File: src/rtl/keypad_entry_map.vh
`ifndef KEYPAD_ENTRY_MAP_VH
`define KEYPAD_ENTRY_MAP_VH

// Register word offsets
`define OFS_OUT_WORD      4'h0
`define OFS_STATUS        4'h1
`define OFS_CONTROL       4'h2
`define OFS_VERB_NOUN     4'h3
`define OFS_DATA          4'h4

// Control register fields and reset value
`define CTL_RUNNING       0
`define CTL_NEED_DATA     1
`define CTL_DISP_REQ      2
`define CTL_RAISE_ALARM   3
`define CTL_RESET         4'h0

// Status register fields
`define ST_LAST_KEY_LSB   0
`define ST_EXEC           5
`define ST_DATA_READY     6
`define ST_COMP_FAIL      7
`define ST_REL_LAMP       8
`define ST_DECIMAL        9
`define ST_OPERATOR       10
`define ST_MIX_ERR        11
`define ST_FLASH          12
`define ST_C_ROW_OR       15

// Data register fields
`define DATA_PLUS         25
`define DATA_MINUS        26

// Output word fields
`define WORD_ROW_MSB      15
`define WORD_ROW_LSB      12
`define WORD_COL_MSB      11
`define WORD_COL_LSB      1

// Keycodes
`define KEY_ZERO          5'h10
`define KEY_EIGHT         5'h08
`define KEY_NINE          5'h09
`define KEY_VERB          5'h11
`define KEY_ERR_RESET     5'h12
`define KEY_RELEASE       5'h19
`define KEY_PLUS          5'h1A
`define KEY_MINUS         5'h1B
`define KEY_ENTER         5'h1C
`define KEY_CLEAR         5'h1E
`define KEY_NOUN          5'h1F
`define KEY_BLANK         5'h00

// Row codes, row 13 in the top nibble
`define ROW_CODE_TABLE    52'hEBA987C654321
`define ROWS              13
`define COLS              11
`define C_ROW_INDEX       12

// Half period of the flash blink
`define BLINK_HALF_MS     500
`define CLK_KHZ           50000

`endif

File: src/rtl/keypad_entry_and_row_decoder.v
// What this block does
// - Each key gives its own five-bit code per the fixed keycode table.
// - VERB blanks the verb field; next two digits become the shown verb.
// - NOUN blanks the noun field; next two digits become the shown noun.
// - Nothing executes until the ENTER keycode arrives.
// - Repeating VERB or NOUN with new digits before ENTER replaces the code.
// - If data is needed, verb and noun flash about once a second after ENTER.
// - Flashing stops when the data is keyed and ENTER pressed.
// - Data is octal unless a sign key starts it; no mixing allowed.
// - Digit 8 or 9 in an octal word raises the computer-fail alarm.
// - Plus or minus shows the sign and makes the word decimal.
// - CLEAR before ENTER discards the data being entered.
// - Error-reset key also pulses a lamp clear signal for alarm flops.
// - Error-reset keycode drops the alarm outputs, putting out computer-fail.
// - Lamp key-release when computer wants the operator-held display; key hands back.
// - Activity lamp lit while the computer is running.
// - Uplink lamp lit only with switch at accept and uplink data present.
// - Bits 15..12 of the output word pick one of thirteen relay rows.
// - Row code 0001 selects relay row 1.
// - Row code goes true and complemented as eight bits; one row matches, none for codes 0000, 1101 and 1111.
// - Thirteen rows of eleven relays; column n follows word bit n.
// - Relays change only at selected row and latch until addressed again.
// - Display rows: bits 10..6 one digit, 5..1 another, bit 11 special.
// - Any set relay in the unmanned-flight row sets status bit 15.
`include "keypad_entry_map.vh"
`default_nettype none

module keypad_entry_and_row_decoder #(
    parameter BLINK_HALF_CYCLES = `BLINK_HALF_MS * `CLK_KHZ
) (
    // Clock and reset
    input  wire          core_clk,
    input  wire          rst,
    // Keyboard
    input  wire [4:0]    key_code,
    input  wire          key_strobe,
    input  wire          key_lift_signal,
    // Switches
    input  wire          uplink_switch_accept,
    input  wire          uplink_data_present,
    // Register port
    input  wire [3:0]    reg_addr,
    input  wire [31:0]   reg_wdata,
    input  wire          reg_wr,
    input  wire          reg_rd,
    output reg  [31:0]   reg_rdata_q,
    // Entry display
    output reg  [9:0]    verb_code_q,
    output reg  [9:0]    noun_code_q,
    output reg  [24:0]   data_code_q,
    output reg           data_plus_q,
    output reg           data_minus_q,
    output reg           vn_flash_on_q,
    // Lamps and alarm control
    output reg           comp_fail_lamp_q,
    output reg           key_release_lamp_q,
    output reg           activity_lamp_q,
    output reg           uplink_accept_lamp_q,
    output reg           lamp_clear_pulse_q,
    // Relay matrix
    output reg  [3:0]    row_code_bits_q,
    output reg  [12:0]   row_select_q,
    output reg  [10:0]   col_drive_q,
    output reg  [142:0]  relay_q,
    output reg           c_row_or_q
);

    localparam [3:0] ST_IDLE = 4'b0001;
    localparam [3:0] ST_VERB = 4'b0010;
    localparam [3:0] ST_NOUN = 4'b0100;
    localparam [3:0] ST_DATA = 4'b1000;

    localparam [25:0] BLINK_LAST = BLINK_HALF_CYCLES - 1;
    localparam [51:0] ROW_TABLE  = `ROW_CODE_TABLE;

    reg  [3:0]   state_q;
    reg  [2:0]   cnt_q;

    reg          trap_q;
    reg  [4:0]   last_key_q;
    reg  [3:0]   ctl_q;
    reg  [15:0]  word_q;

    reg          exec_q;
    reg          ready_q;
    reg          flash_q;
    reg          decimal_q;
    reg          operator_q;
    reg          mix_err_q;

    reg  [25:0]  blink_cnt_q;
    reg          blink_q;

    wire         key_take;
    wire         is_digit;
    wire         word_wr;
    wire         status_rd;

    wire [7:0]   row_tc;
    wire [12:0]  row_hit;

    wire         set_exec;
    wire         set_ready;
    wire         set_fail;
    wire         clr_fail;
    wire         set_mix;

    // Only one key per press; the lift reopens the trap
    assign key_take  = key_strobe & ~trap_q;
    assign is_digit  = ((key_code != `KEY_BLANK) && (key_code <= `KEY_NINE))
                       || (key_code == `KEY_ZERO);
    assign word_wr   = reg_wr && (reg_addr == `OFS_OUT_WORD);

    assign status_rd = reg_rd && (reg_addr == `OFS_STATUS);

    // Sticky flag events
    assign set_exec  = key_take && (key_code == `KEY_ENTER) && !flash_q;
    assign set_ready = key_take && (key_code == `KEY_ENTER) && flash_q;

    assign set_fail  = (key_take && is_digit && (state_q == ST_DATA) && !decimal_q
                        && ((key_code == `KEY_EIGHT) || (key_code == `KEY_NINE)))
                       || (reg_wr && (reg_addr == `OFS_CONTROL)
                           && reg_wdata[`CTL_RAISE_ALARM]);
    assign clr_fail  = key_take && (key_code == `KEY_ERR_RESET);

    assign set_mix   = key_take && (state_q == ST_DATA) && (cnt_q != 3'd0)
                       && ((key_code == `KEY_PLUS) || (key_code == `KEY_MINUS));

    always @(posedge core_clk) begin
        if (rst) begin
            trap_q <= 1'b0;
        end else if (key_take) begin
            trap_q <= 1'b1;
        end else if (key_lift_signal) begin
            trap_q <= 1'b0;
        end
    end

    // Sticky flags: a set in the clearing cycle wins
    always @(posedge core_clk) begin
        if (rst) begin
            exec_q           <= 1'b0;
            ready_q          <= 1'b0;
            mix_err_q        <= 1'b0;
            comp_fail_lamp_q <= 1'b0;
        end else begin
            exec_q           <= set_exec | (exec_q & ~status_rd);

            ready_q          <= set_ready | (ready_q & ~status_rd);
            mix_err_q        <= set_mix | (mix_err_q & ~status_rd);
            comp_fail_lamp_q <= set_fail | (comp_fail_lamp_q & ~clr_fail);
        end
    end

    // Keyboard entry interpreter
    always @(posedge core_clk) begin
        if (rst) begin
            state_q            <= ST_IDLE;
            cnt_q              <= 3'd0;
            last_key_q         <= `KEY_BLANK;
            verb_code_q        <= 10'h000;
            noun_code_q        <= 10'h000;
            data_code_q        <= 25'h0000000;
            data_plus_q        <= 1'b0;
            data_minus_q       <= 1'b0;
            decimal_q          <= 1'b0;
            flash_q            <= 1'b0;
            operator_q         <= 1'b0;
            lamp_clear_pulse_q <= 1'b0;
        end else begin
            lamp_clear_pulse_q <= 1'b0;
            if (key_take) begin
                last_key_q <= key_code;

                case (key_code)
                    `KEY_VERB: begin
                        verb_code_q <= 10'h000;
                        state_q     <= ST_VERB;
                        cnt_q       <= 3'd0;
                        operator_q  <= 1'b1;
                    end
                    `KEY_NOUN: begin
                        noun_code_q <= 10'h000;
                        state_q     <= ST_NOUN;
                        cnt_q       <= 3'd0;
                        operator_q  <= 1'b1;
                    end
                    `KEY_ENTER: begin
                        cnt_q <= 3'd0;
                        if (flash_q) begin
                            flash_q <= 1'b0;
                            state_q <= ST_IDLE;
                        end else if (ctl_q[`CTL_NEED_DATA]) begin
                            flash_q      <= 1'b1;
                            state_q      <= ST_DATA;
                            data_code_q  <= 25'h0000000;
                            data_plus_q  <= 1'b0;
                            data_minus_q <= 1'b0;
                            decimal_q    <= 1'b0;
                        end else begin
                            state_q <= ST_IDLE;
                        end
                    end
                    `KEY_CLEAR: begin
                        if (state_q == ST_DATA) begin
                            data_code_q  <= 25'h0000000;
                            data_plus_q  <= 1'b0;
                            data_minus_q <= 1'b0;
                            decimal_q    <= 1'b0;
                            cnt_q        <= 3'd0;
                        end
                    end
                    `KEY_ERR_RESET: begin
                        lamp_clear_pulse_q <= 1'b1;
                    end
                    `KEY_RELEASE: begin
                        operator_q <= 1'b0;
                    end
                    `KEY_PLUS, `KEY_MINUS: begin
                        // Sign after digits would mix radices
                        if ((state_q == ST_DATA) && (cnt_q == 3'd0)) begin
                            data_plus_q  <= (key_code == `KEY_PLUS);
                            data_minus_q <= (key_code == `KEY_MINUS);
                            decimal_q    <= 1'b1;
                        end
                    end
                    default: begin
                        if (is_digit) begin
                            case (state_q)
                                ST_VERB: begin
                                    if (cnt_q == 3'd0) begin
                                        verb_code_q[9:5] <= key_code;
                                        cnt_q            <= 3'd1;
                                    end else begin
                                        verb_code_q[4:0] <= key_code;
                                        state_q          <= ST_IDLE;
                                    end
                                end
                                ST_NOUN: begin
                                    if (cnt_q == 3'd0) begin
                                        noun_code_q[9:5] <= key_code;
                                        cnt_q            <= 3'd1;
                                    end else begin
                                        noun_code_q[4:0] <= key_code;
                                        state_q          <= ST_IDLE;
                                    end
                                end
                                ST_DATA: begin
                                    // An octal 8 or 9 alarms and is not stored
                                    if ((decimal_q || ((key_code != `KEY_EIGHT)
                                         && (key_code != `KEY_NINE)))
                                        && (cnt_q != 3'd5)) begin
                                        data_code_q <= {data_code_q[19:0], key_code};
                                        cnt_q       <= cnt_q + 3'd1;
                                    end
                                end
                                default: begin
                                    cnt_q <= 3'd0;
                                end
                            endcase
                        end
                    end
                endcase
            end
        end
    end

    // Blink timebase for the verb and noun flash
    always @(posedge core_clk) begin
        if (rst) begin
            blink_cnt_q   <= 26'h0000000;
            blink_q       <= 1'b0;
            vn_flash_on_q <= 1'b0;

        end else begin
            if (!flash_q || (blink_cnt_q == BLINK_LAST)) begin
                blink_cnt_q <= 26'h0000000;
                blink_q     <= flash_q & ~blink_q;
            end else begin
                blink_cnt_q <= blink_cnt_q + 26'h0000001;
            end
            // Flash relay of row 11 is ORed in, but blink_q only toggles while flash_q is set
            vn_flash_on_q <= (flash_q | relay_q[10*`COLS + 10]) & blink_q;
        end
    end

    // Lamps and control register
    always @(posedge core_clk) begin
        if (rst) begin
            ctl_q                <= `CTL_RESET;
            activity_lamp_q      <= 1'b0;
            key_release_lamp_q   <= 1'b0;
            uplink_accept_lamp_q <= 1'b0;

        end else begin
            if (reg_wr && (reg_addr == `OFS_CONTROL)) begin
                ctl_q <= {1'b0, reg_wdata[2:0]};
            end
            activity_lamp_q      <= ctl_q[`CTL_RUNNING];
            key_release_lamp_q   <= ctl_q[`CTL_DISP_REQ] & operator_q;
            uplink_accept_lamp_q <= uplink_switch_accept & uplink_data_present;
        end
    end

    // Row decoder: the code in true and complemented form
    assign row_tc = {reg_wdata[`WORD_ROW_MSB:`WORD_ROW_LSB],
                     ~reg_wdata[`WORD_ROW_MSB:`WORD_ROW_LSB]};

    always @(posedge core_clk) begin
        if (rst) begin
            word_q          <= 16'h0000;
            row_code_bits_q <= 4'h0;
            col_drive_q     <= 11'h000;
            row_select_q    <= 13'h0000;
            c_row_or_q      <= 1'b0;

        end else begin
            if (word_wr) begin
                word_q <= {reg_wdata[15:1], 1'b0};
            end
            // Select lasts one cycle per word written
            row_select_q    <= word_wr ? row_hit : 13'h0000;
            row_code_bits_q <= word_q[`WORD_ROW_MSB:`WORD_ROW_LSB];
            col_drive_q     <= word_q[`WORD_COL_MSB:`WORD_COL_LSB];
            c_row_or_q      <= |relay_q[`C_ROW_INDEX*`COLS +: `COLS];
        end
    end

    // Relays load on the write itself

    genvar r;
    generate
        for (r = 0; r < `ROWS; r = r + 1) begin : g_row
            wire [3:0] rc_w = ROW_TABLE[r*4 +: 4];
            assign row_hit[r] = (row_tc == {rc_w, ~rc_w});
            always @(posedge core_clk) begin
                if (rst) begin
                    relay_q[r*`COLS +: `COLS] <= 11'h000;
                end else if (word_wr && row_hit[r]) begin
                    // Digits sit in 10..6 and 5..1, bit 11 is sign or flag
                    relay_q[r*`COLS +: `COLS] <= reg_wdata[11:1];
                end
            end
        end
    endgenerate

    // Read port: data stands in the cycle after the strobe
    always @(posedge core_clk) begin
        if (rst) begin
            reg_rdata_q <= 32'h00000000;
        end else if (reg_rd) begin

            case (reg_addr)
                `OFS_OUT_WORD:  reg_rdata_q <= {16'h0000, word_q};
                `OFS_STATUS:    reg_rdata_q <= {16'h0000, c_row_or_q, 2'b00, flash_q,
                                                mix_err_q, operator_q, decimal_q,
                                                key_release_lamp_q, comp_fail_lamp_q,
                                                ready_q, exec_q, last_key_q};
                `OFS_CONTROL:   reg_rdata_q <= {28'h0000000, ctl_q};
                `OFS_VERB_NOUN: reg_rdata_q <= {12'h000, noun_code_q, verb_code_q};
                `OFS_DATA:      reg_rdata_q <= {5'h00, data_minus_q, data_plus_q,
                                                data_code_q};
                default:        reg_rdata_q <= 32'h00000000;
            endcase
        end else begin
            reg_rdata_q <= 32'h00000000;
        end
    end

endmodule // keypad_entry_and_row_decoder

`default_nettype wire

File: config.mk
export PLATFORM = sky130hd
export DESIGN_NAME = keypad_entry_and_row_decoder
export DESIGN_NICKNAME = d
export VERILOG_FILES = /design/src/rtl/keypad_entry_and_row_decoder.v
export VERILOG_INCLUDE_DIRS = /design/src /design/src/rtl
export SDC_FILE = /design/constraint.sdc
export NUM_CORES = 1
export LEC_CHECK = 0
export BUFFER_PORTS_ARGS = -buffer_cell sky130_fd_sc_hd__buf_2
export CAP_MARGIN = 20
export CORE_AREA = 3 3 190 192
export CTS_CLUSTER_DIAMETER = 120
export DETAILED_ROUTE_END_ITERATION = 10
export DIE_AREA = 0 0 193 195
export PLACE_DENSITY_LB_ADDON = 0.15
export SYNTH_ARGS = -nofsm -noshare
export SYNTH_HDL_FRONTEND = slang
export SYNTH_SLANG_ARGS = --single-unit
File: constraint.sdc
create_clock -name core_clk -period 3 [get_ports core_clk]
set_input_delay 0 -clock core_clk [delete_from_list [all_inputs] [get_ports core_clk]]
set_output_delay 0 -clock core_clk [all_outputs]
set_load 0.02 [all_outputs]
=== Yosys cells after proc, flatten, opt, wreduce, memory -nomap -nowiden ===
Index checks and enable logic that the tools add are counted.

* Logic and storage cells: 245
* Flip-flop bits (word level): 321
* Output and inout bits: 257

* Add/sub/neg operators: 2
* Bitwise operators: 27
* Reductions and logical operators: 83
* Multiplexer cells: 43
* Eq/ne operators: 44
* Order comparisons: 1

{| class="wikitable"
|+ Operator list
! operator !! number
|-
| $mux W25 || 6
|-
| $pmux W27 S5 || 1
|-
| $pmux W25 S3 || 1
|-
| $eq A8 B8 Y1 const B || 6
|-
| $eq A5 B5 Y1 const B || 9
|-
| $mux W10 || 4
|-
| $pmux W10 S2 || 2
|-
| $eq A8 B7 Y1 const B || 4
|-
| $logic_and A1 B1 Y1 || 32
|-
| $add A26 B1 Y26 const B || 1
|-
| $eq A26 B25 Y1 const B || 1
|-
| $reduce_and A5 Y1 || 5
|-
| $mux W4 || 5
|-
| $reduce_bool A2 Y1 || 9
|-
| $eq A8 B6 Y1 const B || 2
|-
| $pmux W4 S4 || 1
|-
| $reduce_bool A3 Y1 || 5
|-
| $reduce_or A2 Y1 || 7
|-
| $reduce_or A7 Y1 || 2
|-
| $eq A4 B2 Y1 const B || 3
|-
| $mux W3 || 4
|-
| $not A1 Y1 || 12
|-
| $reduce_and A6 Y1 || 2
|-
| $mux W1 || 11
|-
| other kinds (34) || 65
|}

=== Logic depth before layout (Yosys ltp) ===
* Depth after elaboration: 9
* Mapped depth: 8
* Mapped depth without buffers: 7

=== Worst setup path before layout ===
Ideal clock, no wire load.

* Kind: register -> register
* Start point: reg state_q[1]
* End point: reg data_code_q[10]
* Buffers on the path: 2
* Slack: 0.870 ns
* Data arrival time: 2.059 ns
* Stages on the path, launching flop included: 8
* Clock period less this slack: 2.130 ns
* Required time: 2.928 ns
* Cell sequence: dfxtp_1 -> clkbuf_1 -> nor4b_1 -> o21ai_0 -> a211o_1 -> nor3_4 -> buf_6 -> mux2i_1

* Longest elaborated chain between the ends: 3
* Elaborated cells between the ends (all ways): 4
* Those cells by class: 2 x eq/ne; 2 x reduce/logical

{| class="wikitable"
|+ Ends and longest elaborated chain
! item !! RTL line !! text
|-
| from (decl) || keypad_entry_and_row_decoder.v:76 || <nowiki>reg [3:0] state_q;</nowiki>
|-
| from (signal assigned) || keypad_entry_and_row_decoder.v:158 || <nowiki>state_q <= ST_IDLE;</nowiki>
|-
| from (signal assigned) || keypad_entry_and_row_decoder.v:178 || <nowiki>state_q <= ST_VERB;</nowiki>
|-
| from (signal assigned) || keypad_entry_and_row_decoder.v:184 || <nowiki>state_q <= ST_NOUN;</nowiki>
|-
| $eq A4 B4 Y1 * || keypad_entry_and_row_decoder.v:205, keypad_entry_and_row_decoder.v:229 ||
|-
| $ne A2 B2 Y1 (no source line) or $reduce_bool A2 Y1 (tied branches) || - ||
|-
| $reduce_and A8 Y1 (no source line) * || - ||
|-
| to (signal assigned) || keypad_entry_and_row_decoder.v:253 || <nowiki>data_code_q <= {data_code_q[19:0], key_code};</nowiki>
|-
| to (decl) || keypad_entry_and_row_decoder.v:50 || <nowiki>output reg [24:0] data_code_q,</nowiki>
|}

Every way passes the cells marked *; elsewhere a longest branch is shown, timed or not.
A chain may end at the register's enable or synchronous reset.

=== Worst setup path in the final report ===
* Start point: reg state_q[1]
* End point: reg data_code_q[12]

Same word-level chain as after synthesis.

==> run summary <==
Status - completed
Async SR Flop Fraction - 0%
Routed Wire Length - 40,400 um
Post-synth EDFFs - 0
WP data required - 3.44 ns
Synth cell count leaders - 316 x dfxtp_1, 271 x nand2_1, 137 x a21oi_1
Vias in the first global route - 10,200
Clock root buffer - clkbuf_16
Worst Setup End Kind - flop
Critical Path Source Type - flop
Largest delay share family, worst path - simple AND/OR/NAND/NOR gates
Smallest hold slack - 0.0663 ns
Critical Setup Path Class - reg -> reg
Most used DFF post-synth - dfxtp_1
Worst skew pair latency - 0.52 ns
Die height - 195 um
Area share of the largest cell type after synthesis - 52.5%
First-pass detailed-route iteration total - 5
Via Count - 10,800
Min Clock Period, post-route - 2.44 ns
Hold endpoint - ctl_q[1]
Clock Skew - 0.0238 ns
Worst-path clk slew - 0.06 ns
Rows - 68
Layout cells sized above 1 - 22.9%
Antenna violations before repair - 1
Power Total - 9.34 mW
Post-synthesis area per instance - 8.81 um2
Width of the die - 193 um
Post-DP HPWL - 27,200 um
Vias per inst - 5.08
Max Freq - 0.410 GHz
Residual DRC count - 0
First-pass GRT wire length - 61,300 um
Actual slew at the worst max-slew pin - 0.908 ns
Remaining antenna violation count - 0
Slew Viols, Final - 0
Yosys top cell by area - dfxtp_1
Unrepaired setup endpoints after global routing - no
Bufs on Longest Clock Path - 3
WHS Path Cells - 4
Initial Util - 34.9%
Most frequent cell after synthesis - dfxtp_1
HP Start - reg_addr[1]
Post-synth cell types - 64
Power Dens Cells - 604 mW/mm2
Slowest library cell on the worst path - nor4b_1
#FFs+latches synth - 316
Total negative slack - 0 ns
Grt total ovfl - 0
Num CTS Buffers - 37
Hold WC Path Type - in -> reg
Cell Area, Synth - 0.0120 mm2
CP Data Arrival Time - 2.88 ns
PortBufs - 284
Max-Cap Viols - 0
Syn Inst Count - 1,367
Placeable Area - 0.0345 mm2
Reg-to-reg endpoint - data_code_q[12]
Setup Buffers After CTS - 0
Area Overhead vs Synth - 28.3%
Reg2Reg Depth - 6
Starting DRT DRC Count - 807
Post-synthesis sequential area ratio - 52.5%
Final period utilization - 81.2%
Largest net degree at the start of global routing - 84
CTS tree - yes
# IOs - 306
Max IR drop VDD - 425 uV
Worst-path cell chain - nor4b_1 -> o21ai_0 -> a211o_1 -> nor3_4 -> buf_12 -> mux2i_1
Die ar. - 0.0376 mm2
Final Setup Violations - 0
Synthesis Warnings - 0
R2R Path Start - state_q[1]
CP max FO - 24
Routed length per instance - 19.0 um
Clk sinks - 316
Synth top area cells - dfxtp_1 53%, nand2_1 8.4%, mux2i_1 6.9%
# nets final - 1,698
Worst Path Buf+Inv - 1
Fill cells - 3,462
GPL Wtd Cong - 0.825
Tot GR Track Use - 20.6%
Final-report hold violation count - 0
N_diodes - 0
R2R Setup Slk - 0.56 ns
CTS H-tree depth - 2
CP max stage delay - 0.68 ns
Worst slew margin relative to its limit - 39.3%
Static Leak - 6.67 nW
-- repair_timing --
action | in CTS | in global routing
hold endpoints to repair | 128 | 0
hold buffers | 32 | 0
resized for setup | 0 | 0
-- metrics by stage --
stage | utilization [%] | cells | area [um2] | setup slack [ns]
floorplan | - | 1371 | 12100 | 0.870
global placement | 40.0 | 2029 | 13800 | 0.713
detailed placement | 40.0 | 2029 | 13800 | 0.632
CTS | 44.7 | 2126 | 15500 | 0.590
global route | 44.7 | 2126 | 15500 | 0.383
finish | 44.7 | 2126 | 15500 | 0.564
-- tightest hold or removal path: stages --
cell      delay (ns)
buf_2           0.16
nand4b_1        0.19
nand2_1         0.07
a21oi_1         0.12
-- kinds of logic (layout without fill, tap and decap cells) --
family          count (synthesis)  after routing  synth area share (%)
mux                            83             83                  6.90
simple gates                  594            594                  22.5
buf+inv                       116            416                  4.00
compound gates                228            228                  11.8
fa+ha+maj                       4              4                 0.415
other cells                     1              5                0.0311
flops                         316            316                  52.5
xor+xnor                       25             25                  1.82
-- state kept, by name, summed over array words and instances, names as in the netlist, 3 cells and up --
name             count
blink_cnt_q         26
cnt_q                3
col_drive_q         11
ctl_q                3
data_code_q         25
last_key_q           5
noun_code_q         10
reg_rdata_q         27
relay_q            143
row_code_bits_q      4
row_select_q        13
state_q              4
verb_code_q         10
word_q              15
-- layout make-up --
| class | instances | area, um2 | share of cell area, % |
|---|---|---|---|
| clock inverters | 13 | 209 | 1.35 |
| repair buffers | 340 | 1940 | 12.6 |
| flip-flops and latches | 316 | 6330 | 40.9 |
| inverters | 11 | 41.3 | 0.267 |
| clock buffers | 52 | 1090 | 7.08 |
| multi-input cells | 939 | 5280 | 34.1 |
| well taps | 455 | 569 | 3.68 |
-- per-layer routing --
metal | vias to the layer above | routed length, um | track usage [%]
li1 | 5252 | - | -
met1 | 5156 | 18200 | 28.3
met2 | 335 | 18300 | 32.7
met3 | 55 | 2950 | 4.99
met4 | 2 | 859 | 5.22
met5 | - | 13 | 0
-- report_power, final --
group	internal (mW)	switching (mW)
combinational	0.0960	0.282
sequential	4.21	0.0102
clock	2.97	1.77
total	7.28	2.06
-- how the worst max path moves through the flow --
| stage | from | to | slack (ns) | cells past startpoint |
|---|---|---|---|---|
| 2_1_floorplan | state_q[1] | data_code_q[10] | 0.87 | 7 |
| 3_3_place_gp | state_q[1] | data_code_q[7] | 0.71 | 6 |
| 3_5_place_dp | state_q[1] | data_code_q[11] | 0.63 | 6 |
| 4_1_cts | state_q[1] | data_code_q[12] | 0.59 | 6 |
| 5_1_grt | state_q[1] | data_code_q[12] | 0.38 | 6 |
| 6_report | state_q[1] | data_code_q[12] | 0.56 | 6 |
-- cell usage in the layout (no fill, tap or decap), types with 13 or more instances in the layout --
| cell | count |
|---|---|
| and3_1 | 16 |
| clkbuf_16 | 38 |
| nor4_1 | 15 |
| xnor2_1 | 17 |
| nand2_1 | 271 |
| dlygate4sd3_1 | 32 |
| a21oi_1 | 137 |
| o21ai_0 | 13 |
| mux2i_1 | 83 |
| nor2b_1 | 26 |
| nand3_1 | 67 |
| dfxtp_1 | 316 |
| nor3_1 | 13 |
| a22o_1 | 14 |
| nor2_1 | 128 |
| a222oi_1 | 15 |
| buf_2 | 283 |
| buf_4 | 23 |
Note: power is estimated with default switching activity, not from simulation.
